==> src/rtl/caw_pkg.sv <==
/*
  Package for the counter array watchdog: register offsets, field positions,
  reset values and timing constants.
  Assumes a classic Wishbone slave with 32-bit data and byte addresses.
*/
package caw_pkg;
  // ----------------------------------------------------------------
  // Register byte offsets
  // ----------------------------------------------------------------
  localparam logic [7:0] ADDR_MODE     = 8'h00;
  localparam logic [7:0] ADDR_CONTROL  = 8'h04;
  localparam logic [7:0] ADDR_CNT_LOW  = 8'h08;
  localparam logic [7:0] ADDR_CNT_HIGH = 8'h0C;
  localparam logic [7:0] ADDR_OFFSET   = 8'h10;
  localparam logic [7:0] ADDR_COMPARE  = 8'h14;
  localparam logic [7:0] ADDR_M5_MODE  = 8'h18;
  localparam logic [7:0] ADDR_IRQ_STAT = 8'h1C;
  localparam logic [7:0] ADDR_IRQ_EN   = 8'h20;
  localparam logic [7:0] ADDR_IRQ_CLR  = 8'h24;

  // ----------------------------------------------------------------
  // Field positions
  // ----------------------------------------------------------------
  // counter_mode_reg
  localparam int MODE_IDLE_BIT = 7;
  localparam int MODE_EN_BIT   = 6;
  localparam int MODE_LOCK_BIT = 5;
  localparam int MODE_CSEL_LSB = 1;
  localparam int CSEL_W        = 3;
  // counter_control_reg
  localparam int CTRL_RUN_BIT  = 6;
  localparam int CTRL_M5_BIT   = 5;
  // Interrupt status bits
  localparam int IRQ_TIMEOUT   = 0;
  localparam int IRQ_FORCED    = 1;
  localparam int IRQ_W         = 2;

  // ----------------------------------------------------------------
  // Clock select codes, byte limits and reset values
  // ----------------------------------------------------------------
  localparam logic [CSEL_W-1:0] CSEL_DIV12 = 3'h0;
  localparam logic [CSEL_W-1:0] CSEL_DIV4  = 3'h1;
  localparam logic [CSEL_W-1:0] CSEL_SYS   = 3'h4;
  localparam logic [CSEL_W-1:0] CSEL_EXT   = 3'h2;
  localparam logic [7:0]        BYTE_ZERO  = 8'h00;
  localparam logic [7:0]        BYTE_MAX   = 8'hFF;
  localparam logic [7:0]        M5_MODE_RST = 8'h49;

  // ----------------------------------------------------------------
  // Timing
  // ----------------------------------------------------------------
  localparam int  DIV12   = 12;
  localparam int  DIV4    = 4;
  localparam logic [3:0] PRE_LAST12 = 4'(DIV12 - 1);
  localparam logic [3:0] PRE_LAST4  = 4'(DIV4 - 1);
  localparam logic [3:0] PRE_ZERO   = 4'h0;
endpackage

==> src/rtl/caw_watchdog.sv <==
/*
  Counter array watchdog: 16-bit counter, module five as watchdog compare,
  Wishbone register slave, sticky interrupt status and a reset request.
  Assumes the chip reset logic answers the one-cycle reset request by
  asserting ARST_N_IN; idle and external tick inputs come from other clock
  sources and are synchronised here.
*/
// Overview of operation
// - Timeout is 256 times offset plus 256 minus low
// - Reset on low overflow while compare equals high
// - Writing one to match flag forces reset while enabled
// - Idle-suspend halts counting during processor idle
// - Clock source and idle choice frozen while enabled
// - Enable bit or lock bit enables watchdog
// - Lock keeps watchdog enabled until reset
// - Unlocked, clearing enable disables watchdog
// - Watchdog comes up enabled after reset
// - Defaults: divide by twelve, low and offset zero
// - Defaults expire after 3072 system clocks
// - Enabled, compare write loads high byte plus offset
// - Enabled: counter runs, byte and mode writes ignored
// - Enabled: run bit cannot stop counter; reads software value
`timescale 1ns/1ps
module caw_watchdog
  import caw_pkg::*;
(
  // Clock and reset
  input  wire logic        CLK_SYS_IN,
  input  wire logic        ARST_N_IN,
  // Wishbone slave
  input  wire logic        WB_CYC_IN,
  input  wire logic        WB_STB_IN,
  input  wire logic        WB_WE_IN,
  input  wire logic [7:0]  WB_ADR_IN,
  input  wire logic [3:0]  WB_SEL_IN,
  input  wire logic [31:0] WB_DAT_IN,
  output logic      [31:0] WB_DAT_OUT,
  output logic             WB_ACK_OUT,
  // Processor state and external tick
  input  wire logic        CPU_IDLE_IN,
  input  wire logic        EXT_TICK_IN,
  // Results
  output logic             WDT_RESET_REQ_OUT,
  output logic             IRQ_OUT
);

  // ----------------------------------------------------------------
  // Input synchronisers
  // ----------------------------------------------------------------
  logic [1:0] idle_sync;
  logic [2:0] ext_sync;
  logic       idle_s;
  logic       ext_rise;

  always_ff @(posedge CLK_SYS_IN or negedge ARST_N_IN) begin
    if (!ARST_N_IN) begin
      idle_sync <= 2'h0;
      ext_sync  <= 3'h0;
    end else begin
      idle_sync <= {idle_sync[0], CPU_IDLE_IN};
      ext_sync  <= {ext_sync[1:0], EXT_TICK_IN};
    end
  end

  assign idle_s   = idle_sync[1];
  assign ext_rise = ext_sync[1] & ~ext_sync[2];

  // ----------------------------------------------------------------
  // Bus decode
  // ----------------------------------------------------------------
  logic wb_req;
  logic wr;
  logic rd_ack;

  assign wb_req = WB_CYC_IN & WB_STB_IN & ~WB_ACK_OUT;
  assign wr     = wb_req & WB_WE_IN & WB_SEL_IN[0];

  function automatic logic hit(input logic [7:0] a, input logic [7:0] off);
    hit = (a == off);
  endfunction

  // ----------------------------------------------------------------
  // Mode and control registers
  // ----------------------------------------------------------------
  logic              wdt_enable_bit;
  logic              wdt_lock_bit;
  logic              idle_suspend_bit;
  logic [CSEL_W-1:0] counter_clock_select;
  logic              counter_run_bit;
  logic              wdt_on;
  logic [7:0]        wdat;

  assign wdat   = WB_DAT_IN[7:0];
  assign wdt_on = wdt_enable_bit | wdt_lock_bit;

  // Enable sets at reset; lock can only be set, reset clears it
  always_ff @(posedge CLK_SYS_IN or negedge ARST_N_IN) begin
    if (!ARST_N_IN) begin
      wdt_enable_bit <= 1'b1;
      wdt_lock_bit   <= 1'b0;
    end else if (wr && hit(WB_ADR_IN, ADDR_MODE)) begin
      wdt_enable_bit <= wdat[MODE_EN_BIT];
      wdt_lock_bit   <= wdt_lock_bit | wdat[MODE_LOCK_BIT];
    end
  end

  always_ff @(posedge CLK_SYS_IN or negedge ARST_N_IN) begin
    if (!ARST_N_IN) begin
      counter_clock_select <= CSEL_DIV12;
      idle_suspend_bit     <= 1'b0;
    end else if (wr && hit(WB_ADR_IN, ADDR_MODE) && !wdt_on) begin
      counter_clock_select <= wdat[MODE_CSEL_LSB +: CSEL_W];
      idle_suspend_bit     <= wdat[MODE_IDLE_BIT];
    end
  end

  // Stored run bit reads back as written, regardless of forced running
  always_ff @(posedge CLK_SYS_IN or negedge ARST_N_IN) begin
    if (!ARST_N_IN) begin
      counter_run_bit <= 1'b0;
    end else if (wr && hit(WB_ADR_IN, ADDR_CONTROL)) begin
      counter_run_bit <= wdat[CTRL_RUN_BIT];
    end
  end

  // ----------------------------------------------------------------
  // Counter clock prescaler
  // ----------------------------------------------------------------
  logic [3:0] pre_cnt;
  logic [3:0] pre_last;
  logic       tick;
  logic       count_en;

  assign count_en = (wdt_on | counter_run_bit)
                  & ~(idle_suspend_bit & idle_s);

  always_comb begin
    pre_last = PRE_LAST12;
    case (counter_clock_select)
      CSEL_DIV12: pre_last = PRE_LAST12;
      CSEL_DIV4:  pre_last = PRE_LAST4;
      default:    pre_last = PRE_ZERO;
    endcase
  end

  always_ff @(posedge CLK_SYS_IN or negedge ARST_N_IN) begin
    if (!ARST_N_IN) begin
      pre_cnt <= PRE_ZERO;
    end else if (count_en) begin
      pre_cnt <= (pre_cnt >= pre_last) ? PRE_ZERO : pre_cnt + 4'h1;
    end
  end

  // One counter tick per divide period; external source uses its rising edges
  always_comb begin
    case (counter_clock_select)
      CSEL_EXT: tick = count_en & ext_rise;
      CSEL_SYS: tick = count_en;
      default:  tick = count_en & (pre_cnt >= pre_last);
    endcase
  end

  // ----------------------------------------------------------------
  // Counter bytes
  // ----------------------------------------------------------------
  logic [7:0] counter_low_byte;
  logic [7:0] counter_high_byte;
  logic       low_wrap;

  assign low_wrap = tick & (counter_low_byte == BYTE_MAX);

  always_ff @(posedge CLK_SYS_IN or negedge ARST_N_IN) begin
    if (!ARST_N_IN) begin
      counter_low_byte <= BYTE_ZERO;
    end else if (wr && hit(WB_ADR_IN, ADDR_CNT_LOW) && !wdt_on) begin
      counter_low_byte <= wdat;
    end else if (tick) begin
      counter_low_byte <= counter_low_byte + 8'h01;
    end
  end

  always_ff @(posedge CLK_SYS_IN or negedge ARST_N_IN) begin
    if (!ARST_N_IN) begin
      counter_high_byte <= BYTE_ZERO;
    end else if (wr && hit(WB_ADR_IN, ADDR_CNT_HIGH) && !wdt_on) begin
      counter_high_byte <= wdat;
    end else if (low_wrap) begin
      counter_high_byte <= counter_high_byte + 8'h01;
    end
  end

  // ----------------------------------------------------------------
  // Module five: offset, compare, mode
  // ----------------------------------------------------------------
  logic [7:0] wdt_offset_reg;
  logic [7:0] wdt_compare_reg;
  logic [7:0] module_five_mode_reg;

  always_ff @(posedge CLK_SYS_IN or negedge ARST_N_IN) begin
    if (!ARST_N_IN) begin
      wdt_offset_reg <= BYTE_ZERO;
    end else if (wr && hit(WB_ADR_IN, ADDR_OFFSET)) begin
      wdt_offset_reg <= wdat;
    end
  end

  // Any write refreshes while enabled; plain load otherwise
  always_ff @(posedge CLK_SYS_IN or negedge ARST_N_IN) begin
    if (!ARST_N_IN) begin
      wdt_compare_reg <= BYTE_ZERO;
    end else if (wr && hit(WB_ADR_IN, ADDR_COMPARE)) begin
      wdt_compare_reg <= wdt_on ? counter_high_byte + wdt_offset_reg
                                : wdat;
    end
  end

  // Mode register holds its value; software writes ignored while enabled
  always_ff @(posedge CLK_SYS_IN or negedge ARST_N_IN) begin
    if (!ARST_N_IN) begin
      module_five_mode_reg <= M5_MODE_RST;
    end else if (wr && hit(WB_ADR_IN, ADDR_M5_MODE) && !wdt_on) begin
      module_five_mode_reg <= wdat;
    end
  end

  // ----------------------------------------------------------------
  // Reset causes and request
  // ----------------------------------------------------------------
  logic timeout;
  logic forced;

  // Compare of high bytes; expiry on the low-byte wrap
  assign timeout = wdt_on & low_wrap & (wdt_compare_reg == counter_high_byte);
  assign forced  = wdt_on & wr & hit(WB_ADR_IN, ADDR_CONTROL) & wdat[CTRL_M5_BIT];

  always_ff @(posedge CLK_SYS_IN or negedge ARST_N_IN) begin
    if (!ARST_N_IN) begin
      WDT_RESET_REQ_OUT <= 1'b0;
    end else begin
      WDT_RESET_REQ_OUT <= timeout | forced;
    end
  end

  // ----------------------------------------------------------------
  // Interrupt status
  // ----------------------------------------------------------------
  logic [IRQ_W-1:0] irq_stat;
  logic [IRQ_W-1:0] irq_en;
  logic [IRQ_W-1:0] irq_evt;
  logic [IRQ_W-1:0] irq_clr;

  assign irq_evt = {forced, timeout};
  assign irq_clr = (wr && hit(WB_ADR_IN, ADDR_IRQ_CLR)) ? wdat[IRQ_W-1:0] : '0;

  // Set beats clear in the same cycle
  always_ff @(posedge CLK_SYS_IN or negedge ARST_N_IN) begin
    if (!ARST_N_IN) begin
      irq_stat <= '0;
    end else begin
      irq_stat <= (irq_stat & ~irq_clr) | irq_evt;
    end
  end

  always_ff @(posedge CLK_SYS_IN or negedge ARST_N_IN) begin
    if (!ARST_N_IN) begin
      irq_en <= '0;
    end else if (wr && hit(WB_ADR_IN, ADDR_IRQ_EN)) begin
      irq_en <= wdat[IRQ_W-1:0];
    end
  end

  always_ff @(posedge CLK_SYS_IN or negedge ARST_N_IN) begin
    if (!ARST_N_IN) begin
      IRQ_OUT <= 1'b0;
    end else begin
      IRQ_OUT <= |(((irq_stat & ~irq_clr) | irq_evt) & irq_en);
    end
  end

  // ----------------------------------------------------------------
  // Read mux and acknowledge
  // ----------------------------------------------------------------
  logic [7:0] next_rdata;

  always_comb begin
    next_rdata = BYTE_ZERO;
    case (WB_ADR_IN)
      ADDR_MODE:     next_rdata = {idle_suspend_bit, wdt_enable_bit, wdt_lock_bit,
                                   1'b0, counter_clock_select, 1'b0};
      ADDR_CONTROL:  next_rdata = {1'b0, counter_run_bit, 6'h00};
      ADDR_CNT_LOW:  next_rdata = counter_low_byte;
      ADDR_CNT_HIGH: next_rdata = counter_high_byte;
      ADDR_OFFSET:   next_rdata = wdt_offset_reg;
      ADDR_COMPARE:  next_rdata = wdt_compare_reg;
      ADDR_M5_MODE:  next_rdata = module_five_mode_reg;
      ADDR_IRQ_STAT: next_rdata = {6'h00, irq_stat};
      ADDR_IRQ_EN:   next_rdata = {6'h00, irq_en};
      default:       next_rdata = BYTE_ZERO;
    endcase
  end

  assign rd_ack = wb_req;

  always_ff @(posedge CLK_SYS_IN or negedge ARST_N_IN) begin
    if (!ARST_N_IN) begin
      WB_ACK_OUT <= 1'b0;
      WB_DAT_OUT <= 32'h0000_0000;
    end else begin
      WB_ACK_OUT <= rd_ack;
      WB_DAT_OUT <= rd_ack ? {24'h00_0000, next_rdata} : 32'h0000_0000;
    end
  end

endmodule

==> config.mk <==
export PLATFORM = sky130hd
export DESIGN_NAME = caw_watchdog
export DESIGN_NICKNAME = d
export VERILOG_FILES = /design/src/rtl/caw_pkg.sv /design/src/rtl/caw_watchdog.sv
export SDC_FILE = /design/constraint.sdc
export NUM_CORES = 1
export LEC_CHECK = 0
export BUFFER_PORTS_ARGS = -buffer_cell sky130_fd_sc_hd__buf_2
export CAP_MARGIN = 5
export CORE_UTILIZATION = 35
export DETAILED_ROUTE_END_ITERATION = 6
export PLACE_DENSITY_LB_ADDON = 0.1
export SETUP_SLACK_MARGIN = 0.4
export SYNTH_ARGS = -nofsm -noshare
export SYNTH_HDL_FRONTEND = slang
export SYNTH_SLANG_ARGS = --single-unit
==> constraint.sdc <==
create_clock -name CLK_SYS_IN -period 5.1 [get_ports CLK_SYS_IN]
set_input_delay 1.02 -clock CLK_SYS_IN [delete_from_list [all_inputs] [get_ports CLK_SYS_IN]]
set_output_delay 1.02 -clock CLK_SYS_IN [all_outputs]
set_load 0.1 [all_outputs]
# After elaboration in Yosys (flattened, before gate mapping)
# Cells that the tools add are included.
dict set report classes {
  n_addsub 4
  multipliers 0
  div 0
  order_cmp 1
  n_eq_ne 14
  n_shift 0
  mux 11
  n_bitwise 26
  n_reduce_logical 19
}
# operator count
set op_table {}
lappend op_table {{8-bit one-hot mux with 9 select lines} 1}
lappend op_table {{8-bit two-way mux} 6}
lappend op_table {{8-bit by 5-bit == test with 1-bit output, second input constant} 4}
lappend op_table {{8-bit by 1-bit adder with 8-bit output, second input constant} 2}
lappend op_table {{8-bit by 4-bit == test with 1-bit output, second input constant} 2}
lappend op_table {{8-bit by 6-bit == test with 1-bit output, second input constant} 2}
lappend op_table {{1-bit AND} 15}
lappend op_table {{1-bit logical AND} 13}
lappend op_table {{8-bit adder} 1}
lappend op_table {{8-bit by 3-bit == test with 1-bit output, second input constant} 1}
lappend op_table {{8-bit == test} 1}
lappend op_table {{8-bit == test, second input constant} 1}
lappend op_table {{8-bit logical NOT} 1}
lappend op_table {{4-bit one-hot mux with 2 select lines} 1}
lappend op_table {{4-bit by 1-bit adder with 4-bit output, second input constant} 1}
lappend op_table {{2-bit AND} 2}
lappend op_table {{4-bit >= comparator} 1}
lappend op_table {{4-bit two-way mux} 1}
lappend op_table {{1-bit bitwise OR} 4}
lappend op_table {{2-bit nonzero test} 2}
lappend op_table {{3-bit by 1-bit == test with 1-bit output, second input constant} 1}
lappend op_table {{3-bit by 2-bit == test with 1-bit output, second input constant} 1}
lappend op_table {{3-bit == test, second input constant} 1}
lappend op_table {{3-bit logical NOT} 1}
lappend op_table {{7 further kinds} 9}
dict set report totals {
  register_bits 71
  latchBits 0
  mem_bits_rw 0
  mem_bits_ro 0
  inputBits 51
  word_cells 94
  mem_count 0
}

# Longest topological paths before layout
dict set report depth {
  depth_word 11
  ltp_mapped 9
}

# Worst setup path after synthesis
# Ideal clock, no wire load.
dict set report synth_path {
  path_kind {input to register}
  from {input WB_ADR_IN[3]}
  to {register module_five_mode_reg[1]}
  setup_ps 125
  arrival_ps 2515
  required_ps 4975
  slack_ps 2460
  path_stages 5
  n_path_buf 1
  cell_sequence {buf_2 > or3b_2 > nor2_2 > nand4_1 > mux2_2}
}
dict set report synth_between {
  elab_chain_cells 3
}
# item line
set synth_rtl {}
lappend synth_rtl {{start: declaration} caw_watchdog.sv:34} ;# input wire logic [7:0] WB_ADR_IN,
lappend synth_rtl {{8-bit by 5-bit == test with 1-bit output} caw_watchdog.sv:79} ;# hit = (a == off);
lappend synth_rtl {{1-bit logical AND (2 in a row)} caw_watchdog.sv:221} ;# end else if (wr && hit(WB_ADR_IN, ADDR_M5_MODE) && !wdt_on) begin
lappend synth_rtl {{end signal: assignment} caw_watchdog.sv:222} ;# module_five_mode_reg <= wdat;
lappend synth_rtl {{end: declaration} caw_watchdog.sv:197} ;# logic [7:0] module_five_mode_reg;
# No other way between the ends.
# A chain may end at the register's enable or synchronous reset.

# Worst setup path in the final report
dict set report layout_path {
  from {input WB_ADR_IN[3]}
  to {register module_five_mode_reg[5]}
}
# The elaborated chain is that of the path after synthesis.

==> key figures <==
Worst setup path
  – Worst setup path class: primary input to flip-flop
  – Critical path endpoint category: flip-flop
  – CP max stage delay: 0.64 ns
  – CP max stage cell: nand4_1
  – Buf+Inv Stages, Crit Path: 1
  – Worst Reg-to-Reg Cells: 7
  – WP depth: 5
  – Startpoint types: primary input
  – Worst Path Max Fanout: 9
  – Cell family with the largest share of critical-path delay: simple AND/OR/NAND/NOR gates
  – Worst-path cell chain: buf_2, or3b_2, nor2_2, nand4_1, mux2_2
  – Required @ worst endpoint: between 5 and 6 ns
  – CP arrival: approximately 3.2 ns
  – R2R Setup Slk: 2.17 ns

Clock network
  – Clk_lat worst skew: between 0.3 and 0.4 ns
  – Clk slew on worst S/H paths: roughly 0.06 ns
  – Htree depth: 3
  – CTS tree: done
  – Num CTS Buffers: 9
  – Clk sink count: 71
  – Worst-case clock buffer depth: 2
  – Post-CTS setup repair buffer count: 0
  – Root Buffer: clkbuf_16
  – CTS resizes: 0
  – Post-CTS Hold Fix Bufs: 0

Hold path
  – Hold WC Path Type: flip-flop to flip-flop
  – Hold Crit Depth: 0

Drt
  – Vias per Instance: approximately 5.4
  – Via Count: between 3000 and 4000
  – DRT Pass-1 Iters: 7
  – # DRC: 18
  – WL final: between 10 and 15 mm
  – Wire length per cell: 18.4 um
  – Post-route ant nets: 0
  – Initial drt markers: 187

Power and ir drop
  – Power density cells: ~300 nW/um2
  – LEAKAGE: roughly 2.1 nW
  – Worst VDD drop: between 0.1 and 0.15 mV

STA
  – Number of setup violations in the final report: 0
  – Max Clock Freq: about 0.33 GHz
  – Tcrit/Tclk final: approximately three fifths
  – RSZ-0062 raised after global routing: no
  – Worst Skew: between 0.008 and 0.009 ns
  – Fin crit period: 3.00 ns
  – Least-Margin Pin Slew: 1.13 ns
  – Max-slew violations: 0
  – Fin Setup TNS: 0 ns
  – Final Hold Vio Count: 0
  – Relative slew slack: 24.5%

Global routing
  – Overflow after GRT: 0
  – Largest net degree at the start of global routing: a little over 70
  – Total track usage: 19.1%
  – Vias in the first global route: roughly 3200
  – First-pass GRT wire length: 17.9 mm
  – Initial antenna violation count: 0

Yosys
  – Count of cell types in the netlist: 64
  – Mean Syn Cell Area: 9.71 um2
  – Synth top area cells: dfrtp_1 (40%), mux2_2 (5.9%), xnor2_1 (4.8%)
  – Post-Synthesis Cells: approximately 430
  – Ys async rst share: 100%
  – Synth Flop Type: dfrtp_1
  – Sequential element share of the synthesized area: between 40% and 50%
  – Top cell type's share of synthesized area: approximately two fifths
  – Synth warn: 0
  – Post-synth top area cell: dfrtp_1
  – Number of synthesized flops with an enable pin: 0
  – Cell area after synthesis: approximately 4200 um2
  – Synthesized flop and latch total: 71

Outcome
  – Failing checks: DRC
  – Status: complete, but fails checks

Final layout
  – Nets: 522
  – Final instance area: 4670 um2
  – Layout cells sized above 1: roughly 20%
  – Layout area overhead: 11.6%
  – Number of diodes: 0

Floorplan
  – Core ar.: approximately 12000 um2
  – Core Rows: 39
  – DIE WIDTH: roughly 110 um
  – Starting Density: 36.3%
  – Die height: between 100 and 150 um
  – Total die area: 12400 um2
  – Top Ports: 86

Place
  – Port bufs: 34
  – Global placement routability congestion: 0.781
  – HPWL after DPL: between 7 and 8 mm
  – Cell Area, Placed: ~4400 um2

Flow run
  – Max-cap violations: 0
==> kinds of logic after synthesis <==
logic type / after synthesis / synth area share (%)
XOR/XNOR: 24 / 5.02
flip-flops: 71 / 42.6
other: 1 / 0.0896
adder cells (fa/ha/maj): 14 / 4.36
multiplexers: 32 / 8.61
buffers and inverters: 55 / 7.53
AO/OA/AOI/OAI: 89 / 13.8
AND/OR/NAND/NOR: 145 / 18.0
==> power breakdown <==
group          internal, mW  total, mW  switching [mW]  leakage (nW)
logic                0.0333      0.172           0.139          1.08
registers             0.574      0.585          0.0105         0.880
clock network         0.400      0.638           0.238         0.151
==> cell usage after synthesis (all sizes together) (4+ instances only) <==
master,count
nand4,8
ha,13
nor4b,4
clkbuf,12
o21ai,14
mux2,22
a31oi,5
nor2,52
nor3b,4
a22o,5
nor3,6
a222oi,4
dfstp,4
dfrtp,67
and3,5
nand2,27
buf,33
a21oi,36
nand3,14
mux2i,9
nor4,7
xnor2,23
inv,10
==> through the flow <==
stage	instances	utilization, %	total power [mW]	worst slack (ns)	hold slack (ns)
6_report	604	40.6	1.39	2.10	0.340
5_1_grt	604	40.6	1.45	1.93	0.348
4_1_cts	604	40.6	1.41	2.12	0.342
3_5_place_dp	589	38.0	0.768	1.77	0.336
3_3_place_gp	589	38.0	0.765	1.79	0.339
2_1_floorplan	454	-	0.736	2.46	0.331
==> cell type report <==
cell class	count	area [um2]
Timing Repair Buffer	37	195
Multi-Input combinational cell	328	2180
Clock buffer	11	253
Clock inverter	4	45.0
Sequential cell	71	1780
Fill cell	1148	6840
Inverter	10	37.5
Tap cell	143	179
==> per-layer routing <==
metal | GRT usage (%) | up-vias | wire [um] | part of all wire (%)
met2 | 28.9 | 99 | 4910 | 44
met5 | 0 | - | 0 | 0
met1 | 26.4 | 1588 | 5350 | 48
met4 | 7.48 | 0 | 252 | 2.3
met3 | 4.41 | 15 | 599 | 5.4
li1 | - | 1553 | - | -
==> cells in the final DEF (no fill, tap or decap), drive strengths merged, types with 5 or more instances in the layout <==
cell / count
dfrtp: 67
nor2: 52
buf: 37
a21oi: 36
nand2: 27
conb: 24
xnor2: 23
mux2: 22
nand3: 14
o21ai: 14
ha: 13
clkbuf: 11
inv: 10
mux2i: 9
nand4: 8
nor4: 7
nor3: 6
a22o: 5
a31oi: 5
and3: 5
==> path summary, 6_finish.rpt <==
kind | to | from
min | ext_sync[1]$_DFF_PN0_ | ext_sync[0]$_DFF_PN0_
max in group asynchronous | ext_sync[0]$_DFF_PN0_ | ARST_N_IN
min reg2reg | ext_sync[1]$_DFF_PN0_ | ext_sync[0]$_DFF_PN0_
max | module_five_mode_reg[5]$_DFFE_PN0P_ | WB_ADR_IN[3]
min in group asynchronous | module_five_mode_reg[2]$_DFFE_PN0P_ | ARST_N_IN
max reg2reg | IRQ_OUT$_DFF_PN0_ | counter_clock_select[2]$_DFFE_PN0P_
Note: power is estimated with default switching activity, not from simulation.
